## src/hdl/wdt_pkg.sv

```systemverilog
package wdt_pkg;
  // Register byte addresses on the Wishbone bus.
  localparam logic [3:0] WDT_ADDR_CONTROL = 4'h0;
  localparam logic [3:0] WDT_ADDR_KEY = 4'h4;
  localparam logic [3:0] WDT_ADDR_CONFIG = 4'h8;
  localparam logic [3:0] WDT_ADDR_IRQ_STATUS = 4'hC;
  // Field positions of watchdog_control.
  localparam int WDT_BIT_RESTART = 0;
  localparam int WDT_BIT_RST_EN = 1;
  localparam int WDT_BIT_RST_CAUSE = 2;
  localparam int WDT_BIT_TIMEOUT = 3;
  localparam int WDT_BIT_POWERUP = 6;
  // Field positions of the config register.
  localparam int WDT_BIT_SEL_LO = 0;
  localparam int WDT_BIT_SEL_HI = 1;
  localparam int WDT_BIT_WD_IRQ_EN = 2;
  localparam int WDT_BIT_GLB_IRQ_EN = 3;
  localparam int WDT_BIT_RUN = 4;
  // Timed-access keys.
  localparam logic [7:0] WDT_KEY_FIRST = 8'hAA;
  localparam logic [7:0] WDT_KEY_SECOND = 8'h55;
  // Reset values.
  localparam logic [1:0] WDT_SEL_RESET = 2'h0;
  // Timing counts in system clocks and machine cycles.
  localparam int WDT_PENDING_CLOCKS = 512;
  localparam int WDT_UNLOCK_CLOCKS = 3;
  localparam int WDT_CLOCKS_PER_MC = 12;
  localparam int WDT_RESET_MCS = 2;
  localparam int WDT_RESET_CLOCKS = WDT_CLOCKS_PER_MC * WDT_RESET_MCS;
  // Interval exponents for select codes 0..3.
  localparam int WDT_EXP_BASE = 17;
  localparam int WDT_EXP_STEP = 3;
  localparam int WDT_CNT_W = 27;
endpackage

```

## src/hdl/wdt_divider.sv

```systemverilog
`timescale 1ns/1ns
`default_nettype none
module wdt_divider
  import wdt_pkg::*;
#(
  parameter int CNT_W = WDT_CNT_W,
  parameter int EXP_BASE = WDT_EXP_BASE
) (
  // Clock and reset
  input wire logic clk_i,
  input wire logic rst_i,
  // Control
  input wire logic run_i,
  input wire logic clear_i,
  input wire logic [1:0] sel_i,
  // Status
  output logic tick_o
);
  logic [CNT_W-1:0] cnt_q;
  logic [CNT_W-1:0] cnt_d;
  logic [CNT_W-1:0] limit;

  function automatic logic [CNT_W-1:0] wdt_limit(input logic [1:0] sel);
    int e;
    e = EXP_BASE + int'(sel) * WDT_EXP_STEP;
    wdt_limit = CNT_W'((64'd1 << e) - 64'd1);
  endfunction

  assign limit = wdt_limit(sel_i);
  assign cnt_d = cnt_q + CNT_W'(1);

  always_ff @(posedge clk_i) begin
    if (rst_i || clear_i || !run_i) begin
      cnt_q <= '0;
      tick_o <= 1'b0;
    end else begin
      tick_o <= (cnt_q == limit);
      cnt_q <= (cnt_q == limit) ? '0 : cnt_d;
    end
  end
endmodule
`default_nettype wire

```

## src/hdl/wdt_reset_gen.sv

```systemverilog
`timescale 1ns/1ns
`default_nettype none
module wdt_reset_gen
  import wdt_pkg::*;
#(
  parameter int PEND = WDT_PENDING_CLOCKS,
  parameter int PULSE = WDT_RESET_CLOCKS
) (
  // Clock and reset
  input wire logic clk_i,
  input wire logic rst_i,
  // Control
  input wire logic arm_i,
  input wire logic cancel_i,
  input wire logic enable_i,
  // Status
  output logic fire_o,
  output logic sys_rst_o
);
  typedef enum logic [1:0] {WDT_IDLE, WDT_PEND, WDT_PULSE} wdt_state_t;
  wdt_state_t state_q;
  logic [9:0] cnt_q;

  always_ff @(posedge clk_i) begin
    if (rst_i) begin
      state_q <= WDT_IDLE;
      cnt_q <= '0;
      fire_o <= 1'b0;
      sys_rst_o <= 1'b0;
    end else begin
      fire_o <= 1'b0;
      case (state_q)
        WDT_IDLE: begin
          if (arm_i && enable_i && !cancel_i) begin
            state_q <= WDT_PEND;
            cnt_q <= 10'(PEND - 1);
          end
        end
        WDT_PEND: begin
          if (cancel_i || !enable_i) begin
            state_q <= WDT_IDLE;
          end else if (cnt_q == '0) begin
            state_q <= WDT_PULSE;
            cnt_q <= 10'(PULSE - 1);
            fire_o <= 1'b1;
            sys_rst_o <= 1'b1;
          end else begin
            cnt_q <= cnt_q - 10'd1;
          end
        end
        WDT_PULSE: begin
          if (cnt_q == '0) begin
            state_q <= WDT_IDLE;
            sys_rst_o <= 1'b0;
          end else begin
            cnt_q <= cnt_q - 10'd1;
          end
        end
        default: begin
          state_q <= WDT_IDLE;
        end
      endcase
    end
  end
endmodule
`default_nettype wire

```

## src/hdl/wdt_top.sv

```systemverilog
`timescale 1ns/1ns
`default_nettype none
module wdt_top
  import wdt_pkg::*;
#(
  parameter int CNT_W = WDT_CNT_W,
  parameter int EXP_BASE = WDT_EXP_BASE,
  parameter int PEND = WDT_PENDING_CLOCKS
) (
  // Clock and resets
  input wire logic clk_i,
  input wire logic rst_i,
  input wire logic por_i,
  // Wishbone slave
  input wire logic cyc_i,
  input wire logic stb_i,
  input wire logic we_i,
  input wire logic [3:0] adr_i,
  input wire logic [3:0] sel_i,
  input wire logic [31:0] dat_i,
  output logic [31:0] dat_o,
  output logic ack_o,
  // Watchdog outputs
  output logic wd_irq_req_o,
  output logic wd_sys_rst_o,
  output logic irq_o
);
  logic req;
  logic wr;
  logic rd;
  logic [7:0] wb;
  logic [1:0] key_q;
  logic [1:0] win_q;
  logic unlocked;
  logic sel_lo_q;
  logic sel_hi_q;
  logic wd_irq_enable_q;
  logic global_irq_enable_q;
  logic run_q;
  logic rst_en_q;
  logic timeout_q;
  logic cause_q;
  logic powerup_q;
  logic restart_q;
  logic [1:0] irq_stat_q;
  logic [1:0] irq_mask_q;
  logic tick;
  logic fire;
  logic sys_rst;
  logic wd_rst_seen_q;
  logic restart_now;

  assign req = cyc_i && stb_i && !ack_o;
  assign wr = req && we_i && sel_i[0];
  assign rd = req && !we_i;
  assign wb = dat_i[7:0];
  assign unlocked = (win_q != 2'd0);

  function automatic logic hit(input logic [3:0] a, input logic [3:0] r);
    hit = (a == r);
  endfunction

  assign restart_now = restart_q || rst_i || wd_rst_seen_q;

  always_ff @(posedge clk_i) begin
    if (rst_i || por_i) begin
      ack_o <= 1'b0;
    end else begin
      ack_o <= cyc_i && stb_i && !ack_o;
    end
  end

  always_ff @(posedge clk_i) begin
    if (por_i || rst_i) begin
      key_q <= 2'd0;
      win_q <= 2'd0;
    end else begin
      if (win_q != 2'd0) begin
        win_q <= win_q - 2'd1;
      end
      if (wr && hit(adr_i, WDT_ADDR_KEY)) begin
        if (wb == WDT_KEY_FIRST) begin
          key_q <= 2'd1;
        end else if (wb == WDT_KEY_SECOND && key_q == 2'd1) begin
          key_q <= 2'd0;
          win_q <= 2'(WDT_UNLOCK_CLOCKS);
        end else begin
          key_q <= 2'd0;
        end
      end else if (wr) begin
        key_q <= 2'd0;
      end
    end
  end

  always_ff @(posedge clk_i) begin
    if (por_i) begin
      run_q <= 1'b0;
      rst_en_q <= 1'b0;
      {sel_hi_q, sel_lo_q} <= WDT_SEL_RESET;
      wd_irq_enable_q <= 1'b0;
      global_irq_enable_q <= 1'b0;
      irq_mask_q <= 2'd0;
    end else if (wr && hit(adr_i, WDT_ADDR_CONFIG)) begin
      sel_lo_q <= wb[WDT_BIT_SEL_LO];
      sel_hi_q <= wb[WDT_BIT_SEL_HI];
      wd_irq_enable_q <= wb[WDT_BIT_WD_IRQ_EN];
      global_irq_enable_q <= wb[WDT_BIT_GLB_IRQ_EN];
      run_q <= wb[WDT_BIT_RUN];
      irq_mask_q <= dat_i[9:8];
    end else if (wr && hit(adr_i, WDT_ADDR_CONTROL) && unlocked) begin
      rst_en_q <= wb[WDT_BIT_RST_EN];
    end
  end

  always_ff @(posedge clk_i) begin
    if (por_i || rst_i) begin
      restart_q <= 1'b0;
    end else begin
      restart_q <= wr && hit(adr_i, WDT_ADDR_CONTROL) && unlocked && wb[WDT_BIT_RESTART];
    end
  end

  always_ff @(posedge clk_i) begin
    if (por_i) begin
      wd_rst_seen_q <= 1'b0;
    end else begin
      wd_rst_seen_q <= sys_rst;
    end
  end

  always_ff @(posedge clk_i) begin
    if (por_i) begin
      timeout_q <= 1'b0;
    end else if (tick) begin
      timeout_q <= 1'b1;
    end else if (wr && hit(adr_i, WDT_ADDR_CONTROL) && unlocked) begin
      timeout_q <= wb[WDT_BIT_TIMEOUT];
    end
  end

  // Cause flag set by watchdog reset.
  always_ff @(posedge clk_i) begin
    if (por_i) begin
      cause_q <= 1'b0;
    end else if (fire) begin
      cause_q <= 1'b1;
    end else if (wr && hit(adr_i, WDT_ADDR_CONTROL) && !wb[WDT_BIT_RST_CAUSE]) begin
      cause_q <= 1'b0;
    end
  end

  always_ff @(posedge clk_i) begin
    if (por_i) begin
      powerup_q <= 1'b1;
    end else if (wr && hit(adr_i, WDT_ADDR_CONTROL)) begin
      powerup_q <= wb[WDT_BIT_POWERUP];
    end
  end

  always_ff @(posedge clk_i) begin
    if (por_i) begin
      wd_irq_req_o <= 1'b0;
    end else begin
      wd_irq_req_o <= timeout_q && wd_irq_enable_q && global_irq_enable_q;
    end
  end

  // Status bits: 0 timeout, 1 watchdog reset; a read clears them.
  always_ff @(posedge clk_i) begin
    if (por_i) begin
      irq_stat_q <= 2'd0;
    end else begin
      irq_stat_q <= (rd && hit(adr_i, WDT_ADDR_IRQ_STATUS) ? 2'd0 : irq_stat_q) | {fire, tick};
    end
  end

  always_ff @(posedge clk_i) begin
    if (por_i) begin
      irq_o <= 1'b0;
    end else begin
      irq_o <= |(irq_stat_q & irq_mask_q);
    end
  end

  always_ff @(posedge clk_i) begin
    if (por_i) begin
      wd_sys_rst_o <= 1'b0;
    end else begin
      wd_sys_rst_o <= sys_rst;
    end
  end

  always_ff @(posedge clk_i) begin
    if (por_i || rst_i) begin
      dat_o <= 32'h0000_0000;
    end else if (rd) begin
      case (adr_i)
        WDT_ADDR_CONTROL: begin
          dat_o <= {24'h00_0000, 1'b0, powerup_q, 2'b00, timeout_q, cause_q, rst_en_q, restart_q};
        end
        WDT_ADDR_KEY: begin
          dat_o <= {30'h0000_0000, key_q};
        end
        WDT_ADDR_CONFIG: begin
          dat_o <= {22'h00_0000, irq_mask_q, 3'b000, run_q, global_irq_enable_q,
                    wd_irq_enable_q, sel_hi_q, sel_lo_q};
        end
        WDT_ADDR_IRQ_STATUS: begin
          dat_o <= {30'h0000_0000, irq_stat_q};
        end
        default: begin
          dat_o <= 32'h0000_0000;
        end
      endcase
    end
  end

  wdt_divider #(
    .CNT_W(CNT_W),
    .EXP_BASE(EXP_BASE)
  ) u_div (
    .clk_i(clk_i),
    .rst_i(por_i),
    .run_i(run_q),
    .clear_i(restart_now),
    .sel_i({sel_hi_q, sel_lo_q}),
    .tick_o(tick)
  );

  wdt_reset_gen #(
    .PEND(PEND)
  ) u_rst (
    .clk_i(clk_i),
    .rst_i(por_i),
    .arm_i(tick),
    .cancel_i(restart_now),
    .enable_i(rst_en_q),
    .fire_o(fire),
    .sys_rst_o(sys_rst)
  );
endmodule
`default_nettype wire

```

## config.mk

```make
export PLATFORM = sky130hd
export DESIGN_NAME = wdt_top
export DESIGN_NICKNAME = d
export VERILOG_FILES = /design/src/hdl/wdt_pkg.sv /design/src/hdl/wdt_divider.sv /design/src/hdl/wdt_reset_gen.sv /design/src/hdl/wdt_top.sv
export SDC_FILE = /design/constraint.sdc
export NUM_CORES = 1
export LEC_CHECK = 0
export BUFFER_PORTS_ARGS = -buffer_cell sky130_fd_sc_hd__buf_4
export CAP_MARGIN = 20
export CORE_MARGIN = 2
export CORE_UTILIZATION = 52
export CTS_BUF_LIST = sky130_fd_sc_hd__clkbuf_8
export CTS_CLUSTER_DIAMETER = 100
export CTS_CLUSTER_SIZE = 12
export DETAILED_ROUTE_END_ITERATION = 12
export GPL_TIMING_DRIVEN = 0
export HOLD_SLACK_MARGIN = 0.03
export PLACE_DENSITY = 0.9
export SLEW_MARGIN = 20
export SYNTH_ARGS = -nofsm -noshare
export SYNTH_HDL_FRONTEND = slang
export SYNTH_SLANG_ARGS = --single-unit
export TNS_END_PERCENT = 5
```

## constraint.sdc

```tcl
create_clock -name clk_i -period 3.5 [get_ports clk_i]
set_input_delay 1.05 -clock clk_i [delete_from_list [all_inputs] [get_ports clk_i]]
set_output_delay 1.05 -clock clk_i [all_outputs]
set_load 0.01 [all_outputs]
```

## Word level (Yosys, flattened, before mapping)

Cells that the tools add are included.

- Output and inout bits: 36
- Flip-flop bits (word level): 96
- Input port bits: 46
- Logic and storage cells: 124

- Mux-type cells: 28
- Shifts and indexed selects: 1
- Multiply operators: 1
- Eq/ne operators: 15
- Bitwise operators: 4
- Add/subtract/negate cells: 5
- Reduce and logical (&&, ||, !) cells: 45

Operator list:

| kind | count |
|---|---|
| $mux 10 | 4 |
| $pmux 10 s4 | 1 |
| $add 6x32->32 const A | 1 |
| $shl 1x32->27 const A | 1 |
| $pmux 10 s3 | 1 |
| $add 27x1->27 const B | 1 |
| $eq 27x27->1 | 1 |
| $sub 27x1->27 const B | 1 |
| $mux 2 | 11 |
| $logic_and 1x1->1 | 17 |
| $logic_not 10->1 | 1 |
| $reduce_bool 2->1 | 5 |
| $sub 10x1->10 const B | 1 |
| $mux 1 | 9 |
| $eq 4x4->1 const B | 2 |
| $eq 8x7->1 const B | 1 |
| $eq 8x8->1 const B | 1 |
| $reduce_and 4->1 | 2 |
| $logic_not 1->1 | 6 |
| $logic_or 1x1->1 | 6 |
| $ne 2x1->1 const B | 3 |
| $pmux 2 s3 | 1 |
| $eq 2x1->1 const B | 2 |
| $eq 4x3->1 const B | 1 |
| other kinds (16) | 19 |

## Depth between registers and ports, before layout

Gate-level depths: netlist (run 1).

- Depth in word-level cells: 8
- Gate-level depth with buffers: 15
- Mapped depth without buffers: 12

## Cells and area by module

Synthesis (run 1) repeated with hierarchy kept, for this count alone.

- Cells, all modules: 455
- Area total of the unflattened synthesis: 3915.0 sq um

Modules (own cells, without submodules):

| module | area an instance (sq um) | instances | cells an instance |
|---|---|---|---|
| wdt_divider | 1526.5 | 1 | 175 |
| wdt_top | 1423.9 | 1 | 158 |
| wdt_reset_gen | 964.7 | 1 | 122 |

## Worst setup path after synthesis (run 1)

Ideal clock, no wire load.

- Path type: register to register
- From: register sel_lo_q
- To: register u_div.cnt_q[20]
- Library setup time: 0.137 ns
- Slack: -0.394 ns
- Arrival time: 3.756 ns
- Required time: 3.363 ns
- Buffers on the path: 2
- Cell stages (with the launch flop): 15
- Cell sequence: dfxtp_1 -> inv_1 -> ha_1 -> buf_2 -> nor2_1 -> nand2_1 -> ha_1 -> xnor2_1 -> a2111oi_2 -> o211ai_1 -> or4_1 -> a2111o_1 -> nor4_4 -> buf_6 -> nor3_2

- Word-level cells in the longest chain between the ends: 6

Ends and longest elaborated chain:

| item | RTL line | text |
|---|---|---|
| from (decl) | wdt_top.sv:35 | `logic sel_lo_q;` |
| from (signal assigned) | wdt_top.sv:105 | `sel_lo_q <= wb[WDT_BIT_SEL_LO];` |
| $mul 2x2->4 | wdt_divider.sv:25 | `e = EXP_BASE + int'(sel) * WDT_EXP_STEP;` |
| $add 6x32->32 | wdt_divider.sv:25 |  |
| $shl 1x32->27 | wdt_divider.sv:26 | `wdt_limit = CNT_W'((64'd1 << e) - 64'd1);` |
| $sub 27x1->27 | wdt_divider.sv:26 |  |
| $eq 27x27->1 | wdt_divider.sv:38 | `cnt_q <= (cnt_q == limit) ? '0 : cnt_d;` |
| $reduce_or 2->1 (no line) | n/a |  |
| to (signal assigned) | wdt_divider.sv:38 |  |
| to (decl) | wdt_divider.sv:19 | `logic [CNT_W-1:0] cnt_q;` |

Every way passes these cells.
A chain may end at the register's enable or synchronous reset.

## Final worst setup path (run 1)

- From: register sel_lo_q
- To: register u_div.tick_o

- Word-level cells in the longest chain between the ends: 5

Ends and longest elaborated chain:

| item | RTL line | text |
|---|---|---|
| $mul 2x2->4 | wdt_divider.sv:25 |  |
| $add 6x32->32 | wdt_divider.sv:25 |  |
| $shl 1x32->27 | wdt_divider.sv:26 |  |
| $sub 27x1->27 | wdt_divider.sv:26 |  |
| $eq 27x27->1 | wdt_divider.sv:37 | `tick_o <= (cnt_q == limit);` |
| to (signal assigned) | wdt_divider.sv:37 |  |
| to (decl) | wdt_divider.sv:17 | `output logic tick_o` |

Every way passes these cells.

==> metrics list, run 1 <==
- Crit path cell chain: inv_6 -> ha_4 -> buf_6 -> nor2_4 -> nand2_2 -> ha_4 -> xnor2_2 -> a2111oi_4 -> o211ai_1 -> or4_1 -> a2111o_1 -> nor4_4 -> buf_4 -> buf_4 -> and2_1
* Master cell of the clock root buffer: clkbuf_8
* Setup repair after global routing missed its margin: yes
- Counting flops with a built-in enable in the synthesized netlist gives 0.
* Area of the die: 8990 um2
* Endpoints failing setup: 10
- Leak Pwr: 0.00192 uW
- Worst hold margin: 0.481 ns
- Net Switching: ~480 uW
- Violations in the final reports: negative setup slack
- In the post-synthesis netlist, the cell with the most instances is dfxtp_1.
- The internal power of the cells totals 1240 uW.
* Sw Ratio: around 28%
* Kind of critical path: reg2reg
- DP HPWL: ~7400 um
- Slowest stage cell, crit path: dfxtp_4
- Critical path endpoint category: register
- Worst-case headroom to the max-slew limit: 49.3%
- Worst hold-check path type: reg2reg
- After detailed routing, the average wire length per cell comes to around 15 um.
- Top cell types by occurrence after synthesis: 71 x dfxtp_1, 58 x nor2_1, 44 x nand2_1
- Sequential fraction of the synthesis area: 33.1%
- Area inside the core boundary: approximately 8000 um2
- Floorplan die height: 94.8 um
- Total routing resource utilization after global routing: between 20% and 30%
- Layout cell share with drive strength beyond 1: roughly a fifth
* Pin count of the biggest net entering global routing: 16
* Hold_buf cts: 0
- For the pin with the worst max-slew slack, the measured transition is 0.757 ns.
- Total of flip-flops plus latches after synthesis: 71
- Data on the critical path arrives at its endpoint at between 3 and 4 ns.
- Final count of hold timing violations: 0
- Across the run, the number of max-cap violations was 0.
- Placement Rows: 33
- Average footprint of a synthesized cell: 8.11 um2
- Wire length of the first global-routing pass: about 18000 um
- Counting every sink on the clock net gives 71.
- TritonCTS built the clock tree.
- Cell Area, Placed: roughly 4800 um2
- Latest clock arrival within the worst-skew pair: 0.35 ns
- Across the VDD grid, the largest voltage drop is 0.307 mV.
* CP Data Required Time: 3.79 ns
* Total wirelength of the detailed-routed design: 10800 um
* Total of warnings raised by yosys: 0
- DRC errors left: 0
* Final global-route overflow total: 0
* Combinational share of power: 11.4%
- Gate count after technology mapping: between 500 and 600
- Final estimated routing congestion in global placement: 0.939
* PortBufs: 31
* Initial antenna violation count: 0
* Largest area contributor in the netlist: dfxtp_1
- Of the available clock period, the critical path in the final layout requires 101%.
* Count of different cell masters after synthesis: 63
* Power per unit of standard cell area: 332 nW/um2
* Clock Power Share: between 40% and 50%
* H-tree levels: 3
- For this run, the slowest stage of the critical path takes 0.43 ns.
- Clock skew on the completed layout was measured at 0.0122 ns.
- Final design area excluding fillers: slightly above 5000 um2
* Count of antenna diodes in the layout: 0
- The routed design could run at a clock period as short as roughly 3.5 ns.
* Number of pins with negative max-slew slack in the final report: 0
- Sorting the synthesized cells by area gives the leading types as dfxtp_1 33%, xnor2_1 5.3%, nor2_1 5.1%.
- Once the floorplan was initialized, standard cells occupied 53.0% of the core.
- The detail route stage leaves a number of antenna-violating nets equal to 0.
- Clock transition at the register clock pins on the worst setup and hold paths after CTS: 0.09 ns
- In this run the biggest area consumer among cell types represents between 30% and 40% of the synthesized area.
- The worst setup path is launched from a register.
* Netlist area before placement: 4290 um2
* Reg power frac: 48.2%
* IO Count: 82
* Drt first-iter violations: 246
- Setup TNS Final: -0.0918 ns
* Highest Clock Rate: 284 MHz
* Buffers from clock root to sink, at most: 2
- Layout net count: about 670
- The number of clock buffers added by TritonCTS is 9.
* Fraction of registers with async set or reset after synthesis: 0%
- The number of global-route vias before repair is 3739.
- Vias after detailed routing: 4132
- Synth Flop Type: dfxtp_1
- From synthesis to final layout, the design area changed by 20.8%.
* Via density per instance: 5.80
- The die is 94.8 um wide.
- Along the worst path, the maximum fanout reaches 10.
* Result of the run: complete, but fails checks
- The pre-antenna-repair detailed-routing pass consisted of 6 iterations.
- Setup WS post-layout: -0.0235 ns
-- final cells by class --
type | instances | area, um2
clock buffer | 9 | 124
sequential | 71 | 1430
tap | 105 | 131
fill | 653 | 2910
timing repair buffer | 41 | 308
inverter | 15 | 63.8
clock inverter | 7 | 85.1
buffer | 46 | 312
multi-input combinational | 419 | 2730
-- sequential cells by signal (all words and copies together) (netlist names), 2 cells and up --
register and cells:
u_div.cnt_q 27, dat_o 8, u_rst.state_q 2, irq_stat_q 2
irq_mask_q 2, win_q 2, u_rst.cnt_q 10
-- final timing paths --
| path | slack, ns | from | to | depth (start not counted) |
|---|---|---|---|---|
| worst max register to register | -0.02 | sel_lo_q | u_div.tick_o | 15 |
| worst max-delay path | -0.02 | sel_lo_q | u_div.tick_o | 15 |
| worst min-delay path | 0.48 | win_q[0] | win_q[1] | 2 |
| worst min register to register | 0.48 | win_q[0] | win_q[1] | 2 |
-- metrics by stage --
step	util [%]	total power [uW]	setup WS (ns)	cells
2_1_floorplan	-	979	0.00511	552
3_3_place_gp	59.3	1020	-0.507	688
3_5_place_dp	59.3	1030	-0.548	688
4_1_cts	62.8	1720	-0.0226	708
5_1_grt	64.1	1780	-0.162	713
6_report	64.1	1720	-0.0235	713
-- metal layers --
metal  vias to the layer above  GRT usage [%]  part of all wire (%)
li1                       1961              -                     -
met1                      1932           30.2                    40
met2                       195           42.5                    50
met3                        44           5.19                   6.7
met4                         0           8.57                   3.4
met5                         -              0                     0
-- critical path, delay by kind of cell (launching register included) --
family / cells / cell delay, ns
fa+ha+maj: 2 / 0.45
flops: 1 / 0.43
simple gates: 5 / 0.95
compound gates: 3 / 0.92
xor+xnor: 1 / 0.16
buf+inv: 4 / 0.54
-- cells by family (layout without fill, tap and decap cells) --
| logic type | count (synthesis) | count (layout) | share of synthesized area (%) |
|---|---|---|---|
| compound gates | 89 | 89 | 13.2 |
| xor+xnor | 43 | 43 | 8.78 |
| fa+ha+maj | 16 | 16 | 4.67 |
| buf+inv | 62 | 118 | 8.11 |
| flops | 71 | 71 | 33.1 |
| mux | 14 | 14 | 3.59 |
| other cells | 1 | 24 | 0.0874 |
| simple gates | 233 | 233 | 28.4 |
-- cell usage in the layout, fill, tap and decap left out, types with 7 or more instances in the layout --
master	Yosys	final
buf_4	26	66
a21oi_1	18	18
nand3_1	26	26
clkbuf_1	14	13
clkbuf_8	0	9
nand2_1	44	42
xnor2_1	26	24
and3_1	9	9
nor3_2	7	7
ha_1	16	10
o21ai_0	29	28
conb_1	1	24
nor3_1	33	33
xor2_1	17	17
inv_1	15	13
dfxtp_1	71	69
a22oi_1	13	13
nor2_1	58	57
mux2i_1	12	12
-- power by group through the flow --
stage | Combinational (uW) | Clock (uW) | Sequential [uW]
after floorplan | 136 | 0 | 844
after global placement | 176 | 0 | 845
after detailed placement | 185 | 0 | 846
after CTS | 188 | 702 | 827
after global routing | 222 | 731 | 830
final | 195 | 696 | 828
-- what timing repair did --
action | CTS | global route
endpoints found under the setup margin | 30 | 30
pin swaps | 4 | 6
cloned | 0 | 0
gates resized for setup | 9 | 11
buffers inserted | 5 | 5
Power figures use the tool's default switching activity.
==> run 2, diff against run 1 <==
Settings changed: SKIP_CTS_REPAIR_TIMING from default to 1, SLEW_MARGIN 20 to default.
==> run 2 against run 1 <==
- die area unchanged
- largest power group unchanged
- clock power is essentially flat
- the run now ends clean
- sequential share of layout area decreased by 0.073 points
- critical endpoint is now u_div.cnt_q[22]
==> metrics list, run 2 (synthesis results as in run 1) <==
- The run finished with clean final reports.
* Top delay family on crit path: simple AND/OR/NAND/NOR gates
- At the pin with the least slew margin, the transition time is approximately 0.75 ns.
- Port buffering added 31 buffers.
- Leading cell type in the layout, fill and taps excluded: buf_4
- TritonCTS built the clock tree.
* Worst Reg-to-Reg Cells: 15
- The floorplan has 33 rows.
- The worst hold path terminates at win_q[1].
- The min-delay analysis places its worst path in the category reg2reg.
- The pre-antenna-repair detailed-routing pass consisted of 6 iterations.
- Worst slack, placed: -0.548 ns
- The worst setup path is captured at a register.
- Floorplan die height: roughly 95 um
* Hold Path Cell Cnt: 2
- Of all nets on the critical path, the largest fanout is 10.
- Wire length of the first global-routing pass: 17400 um
* Reg area: 1430 um2
- The area growth from synthesis to layout is 21.1%.
- Count of buffering cells on the critical path with inverters included: 4
- Highest Clock Rate: a little under 300 MHz
* Setup slack, reg-to-reg: 0.10 ns
- After detailed placement, the total cell area comes to 4800 um2.
* DP HPWL: 7410 um
* Worst flop-to-flop path endpoint: u_div.cnt_q[22]
- Headroom to the max-slew limit came out at 49.6%.
- Initial core utilization: 53.0%
* Number of pins with negative max-slew slack in the final report: 0
* Latest clock arrival within the worst-skew pair: 0.35 ns
- The repair_antennas step left the layout with diodes totalling 0.
- By instance count, the cell type seen most on the critical path is ha_4.
- Entering global routing, the biggest net connects 16 pins.
* Max-Cap Viols: 0
- Via density per instance: approximately 5.8
- Largest register FFs: 27
- u_div.cnt_q holds more flip-flops than any other register.
- Dividing the final minimum period by the clock period gives 97.1%.
- The multi-input combinational cells in the finished layout cover a total of 2720 um2.
* Placed insts: 688
- Kind of critical path: reg2reg
* Area inside the core boundary: just over 8000 um2
- Dividing total power by cell area gives a power density of 330 nW/um2.
* Crit path cell chain: inv_6 -> ha_4 -> buf_6 -> nor2_4 -> nand2_1 -> ha_4 -> xnor2_2 -> a2111oi_4 -> o211ai_1 -> or4_1 -> a2111o_1 -> nor4_4 -> buf_4 -> buf_12 -> nor3_2
- Vias after detailed routing: around 4200
* # fillers: 652
* Clock Sink Count: 71
- Master cell of the clock root buffer: clkbuf_8
- In the final routed layout, each cell accounts on average for 15.1 um.
- In this run the static leakage power is 0.00194 uW.
* Total routing resource utilization after global routing: 24.4%
* Setup WS post-layout: 0.101 ns
- The congestion estimate from routability-driven global placement came to 0.939.
* Setup TNS Final: 0 ns
- For this run, design rule violations remaining after detail routing come to 0.
- The worst hold path begins at win_q[0].
- Reg-to-Reg Start: sel_lo_q
- The clock tree synthesis step divided the H-tree into 3 levels.
- Antenna Violating Nets Remaining: 0
* Final count of hold timing violations: 0
- After routing the design area is about 5200 um2.
- In this run, the number of DRC markers left after iteration 0 of detailed routing was 254.
- Total wirelength of the detailed-routed design: approximately 11000 um
- The initial antenna violation count is 0.
- Vias in the first global route: between 3000 and 4000
- STA puts the critical path data required time at between 3 and 4 ns.
- The routed design could run at a clock period as short as 3.40 ns.
- Global routing finished with a remaining overflow of 0.
- Cells fill 64.2% of the core in the end.
- Critical Path Max Stage Delay: 0.44 ns
- Setup violations remaining at the end of the flow were counted as 0.
* Die boundary width: between 90 and 100 um
* Data arrival time of the critical path: 3.61 ns
* Skew final: 0.0110 ns
- IO Count: 82
- Worst vdd rail ir drop: 0.304 mV
- After clock tree synthesis, the clock-pin slew on the worst setup and hold paths is 0.09 ns.
* Largest registers: u_div.cnt_q: 27 flops, u_rst.cnt_q: 10 flops, dat_o: 8 flops
* Area of the die: roughly 9000 um2
* Crit start category: register
- Commonest cells after routing, fill and taps aside: 70 x buf_4, 69 x dfxtp_1, 57 x nor2_1
- Leaving out filler cells and counting taps, the final layout contains 717.
- In the final design database the tool counted 669 nets.
* Buffers from clock root to sink, at most: 2
* Slowest stage cell, crit path: dfxtp_4
- The post-route netlist has 20.8% of its cells at a drive strength greater than 1.
- Clock tree synthesis inserted a total of 9 buffers.
[run 2: worst register-to-register path: stages, from the launching register on]
cell       delay, ns
dfxtp_4         0.44
inv_6           0.07
ha_4            0.24
buf_6           0.14
nor2_4          0.11
nand2_1         0.10
ha_4            0.23
xnor2_2         0.15
a2111oi_4       0.28
o211ai_1        0.15
or4_1           0.41
a2111o_1        0.40
nor4_4          0.16
buf_4           0.19
buf_12          0.15
nor3_2          0.05
[run 2: per-stage QoR]
| stage | total power, uW | hold WS (ns) |
|---|---|---|
| 4_1_cts | 1720 | 0.481 |
| 5_1_grt | 1780 | 0.507 |
| 3_3_place_gp | 1020 | 0.453 |
| 2_1_floorplan | 979 | 0.438 |
| 6_report | 1710 | 0.481 |
| 3_5_place_dp | 1030 | 0.467 |
[run 2: routing by layer]
metal,vias up,routed length (um),GRT usage (%)
met5,-,0,0
met4,0,224,8.09
met3,32,681,5.03
met1,1964,4480,30.2
met2,187,5470,42.0
li1,1972,-,-
[run 2: worst max-delay path by stage]
stage	from	end	slack, ns	cells after the start
2_1_floorplan	sel_lo_q	u_div.cnt_q[20]	0.005	14
3_3_place_gp	sel_lo_q	u_div.cnt_q[23]	-0.51	12
3_5_place_dp	sel_lo_q	u_div.cnt_q[21]	-0.55	12
4_1_cts	sel_lo_q	u_div.cnt_q[20]	-0.59	12
5_1_grt	sel_lo_q	u_div.cnt_q[24]	-0.05	15
6_report	sel_lo_q	u_div.cnt_q[22]	0.10	15
[run 2: cell type report]
| class | instances | area share, % |
|---|---|---|
| multi-input combinational | 419 | 52.4 |
| sequential | 71 | 27.5 |
| timing repair buffer | 45 | 6.40 |
| buffer | 46 | 5.97 |
| tap | 105 | 2.53 |
| clock buffer | 9 | 2.38 |
| clock inverter | 7 | 1.64 |
| inverter | 15 | 1.23 |
[run 2: where the power goes]
group	switching, uW	total [uW]	internal, uW	leakage (uW)
combinational	113	192	79.8	0.00126
sequential	12.0	828	816	0.000574
clock	351	695	344	0.000107
==> run 3, diff against run 2 <==
Settings changed: CORE_UTILIZATION 52 to 51, CTS_BUF_LIST sky130_fd_sc_hd__clkbuf_8 to default, PLACE_DENSITY 0.9 to 0.88.
==> run 3 against run 2 <==
- the run now ends with negative setup slack left
- die area is 1.9% higher
- largest power group unchanged
- clock-buffer cell count increased by 2
- clock skew grew 0.0038 ns
- design area up 2.3%
- critical endpoint is now u_div.cnt_q[24]
- critical path depth down 1
- sequential power barely moved
- utilization increased by 0.81 points
- register-to-register slack got worse by 0.16 ns
- combinational power hardly changed
- hold slack lost 0.0044 ns
- first-iteration DRC count shrank 5.5%
- total power is 5.4% higher
==> metrics list, run 3 (synthesis results as in run 1) <==
- Initial core utilization: a little over half
* Worst hold-check path type: reg2reg
* Final critical path time including I/O delays and setup: approximately 3.6 ns
* Critical Path Max Stage Delay: ~0.48 ns
* Data arrival time of the critical path: 3.78 ns
- Count of antenna diodes in the layout: 0
- The number of global-route vias before repair is a little under 4000.
- Clock tree from TritonCTS: built
- Maximum fanout encountered on the critical timing path: 7
- The first routing iteration left 240 violations.
- Final global-route overflow total: 0
- By startpoint and endpoint, the worst setup path is classified as reg2reg.
* Placement Rows: 33
- The worst setup path is launched from a register.
- After detailed routing, the average wire length per cell comes to 15.7 um.
- The endpoint identified for the worst register-to-register timing path is u_div.cnt_q[24].
- Static timing analysis puts the maximum clock frequency at 281 MHz.
- The die is 95.7 um tall.
- In the final layout, the registers with the most flip-flops are u_div.cnt_q: 27 flops, u_rst.cnt_q: 10 flops, dat_o: 8 flops.
- Leading cell type in the layout, fill and taps excluded: buf_4
- Clock Sink Count: 71
- Measured along the x axis, the die boundary spans 95.7 um.
* Setup repair after global routing missed its margin: yes
* Vias after detailed routing: between 4000 and 5000
* Latest clock arrival within the worst-skew pair: 0.36 ns
- Pin slew with the least headroom to its limit: around 0.79 ns
- Register name with the most flops: u_div.cnt_q
- Overall power: 1810 uW
- The H-tree was split into 3 levels.
- Critical path endpoint category: register
* Master cell of the clock root buffer: clkbuf_8
* Met1 global-route usage: 29.6%
- Clock transition at the register clock pins on the worst setup and hold paths after CTS: 0.09 ns
* Clock buffers created by TritonCTS: 9
- Layout net count: slightly below 700
* Total wirelength of the detailed-routed design: between 10000 and 15000 um
* Antenna Violating Nets Remaining: 0
* Crit path cell chain: inv_6 -> ha_4 -> and4b_2 -> nand2_2 -> ha_4 -> xnor2_4 -> a2111oi_4 -> o211ai_1 -> or4_1 -> a2111o_1 -> nor4_4 -> buf_6 -> clkbuf_16 -> nor3_2
- The first global-routing pass estimated 18100 um of wire.
* Worst-case headroom to the max-slew limit: 47.3%
- Crit share post-route: 102%
- Area occupied by multi-input gates: 2720 um2
- The HPWL after detailed placement is roughly 8000 um.
- Buffers from clock root to sink, at most: 2
- Summed over all cells, the static leakage comes to roughly 0.0020 uW.
- The die covers between 9000 and 10000 um2.
- For this design, the slowest cell found on the critical path is or4_1.
- The layout has ~650 filler cells.
- Global routing used 7.05% of the available met3 tracks.
- Area inside the core boundary: a little over 8000 um2
- Measured on the finished design, the core utilization comes to 65.0%.
- Reg-to-Reg Start: sel_lo_q
- Port buffering added 31 buffers.
* Worst Reg-to-Reg Cells: 14
- In this run the register-to-register setup slack is -0.06 ns.
- The tool flagged a number of max-cap violations equal to 0.
- For this run, the total global-route usage over all layers was measured as between 20 and 30%.
- Grt peak-use layer: met2
* Final estimated routing congestion in global placement: 0.872
- The number of pins exceeding their max-slew limit in the final report came to 0.
- The sequential cells in the finished layout cover a total of about 1400 um2.
* Hold Path Cell Cnt: 2
- Power per unit of standard cell area: 340 nW/um2
- Commonest cells after routing, fill and taps aside: 74 x buf_4, 69 x dfxtp_1, 57 x nor2_1
- The flow ran to the end, but the final reports show violations.
* CP Data Required Time: 3.71 ns
- Global routing used 43.0% of the available met2 tracks.
- Final count of hold timing violations: 0
* Setup WS post-layout: -0.0620 ns
- In this design, the critical path's most frequently occurring cell is ha_4.
- Hold Path Origin: win_q[1]
- Entering global routing, the biggest net connects 14 pins.
- Final hold analysis gives a worst-case slack of between 0.4 and 0.5 ns.
- IO Count: 82
- Initial antenna violation count: 0
* Layout cell share with drive strength beyond 1: about 21%
* Setup TNS Final: -0.748 ns
- After detailed routing, the number of remaining DRC violations is 0.
- VDD sags by at most 0.233 mV.
- Final design area excluding fillers: 5320 um2
- Via density per instance: 5.81
- Skew final: 0.0148 ns
- The pre-antenna-repair detailed-routing pass consisted of 5 iterations.
- Setup violations remaining at the end of the flow were counted as 24.
- Violations in the final reports: negative setup slack
- Largest register FFs: 27
- Syn-to-layout area delta: 23.9%
- Endpoint, Worst Hold: win_q[1]
- Cell Area, Placed: slightly below 5000 um2
run 3: worst max path at each step:
stage | cells after the start | from | to
after global placement | 12 | sel_lo_q | u_div.cnt_q[21]
final | 14 | sel_lo_q | u_div.cnt_q[24]
after floorplan | 14 | sel_lo_q | u_div.cnt_q[20]
after CTS | 12 | sel_lo_q | u_div.cnt_q[23]
after detailed placement | 12 | sel_lo_q | u_div.cnt_q[23]
after global routing | 14 | sel_hi_q | u_div.cnt_q[24]
run 3: where the power goes:
group	switching (uW)	internal (uW)	total, uW
sequential	11.3	816	827
combinational	113	80.0	193
clock	336	451	788
total	461	1350	1810
run 3: layout make-up:
class,count,area share (%)
multi-input combinational,419,51.2
sequential,71,26.9
timing repair buffer,53,8.12
buffer,45,5.58
clock buffer,11,2.87
tap,105,2.47
clock inverter,5,1.62
inverter,15,1.25
run 3: per-layer routing:
| metal | vias to the layer above | part of all wire (%) |
|---|---|---|
| li1 | 1988 | - |
| met1 | 1971 | 40 |
| met2 | 203 | 50 |
| met3 | 43 | 7.0 |
| met4 | 0 | 3.0 |
| met5 | - | 0 |
run 3: critical path: cells and delay by family, from the launching register on:
kind | cells | cell delay, ns
compound gates | 3 | 0.90
xor+xnor | 1 | 0.13
fa+ha+maj | 2 | 0.40
buf+inv | 3 | 0.47
flops | 1 | 0.40
simple gates | 5 | 1.12
run 3: metrics by stage:
| step | instances | setup WS, ns |
|---|---|---|
| final | 724 | -0.0620 |
| after global routing | 724 | -0.186 |
| after CTS | 704 | -0.642 |
| after detailed placement | 688 | -0.608 |
| after global placement | 688 | -0.498 |
| after floorplan | 552 | 0.00511 |
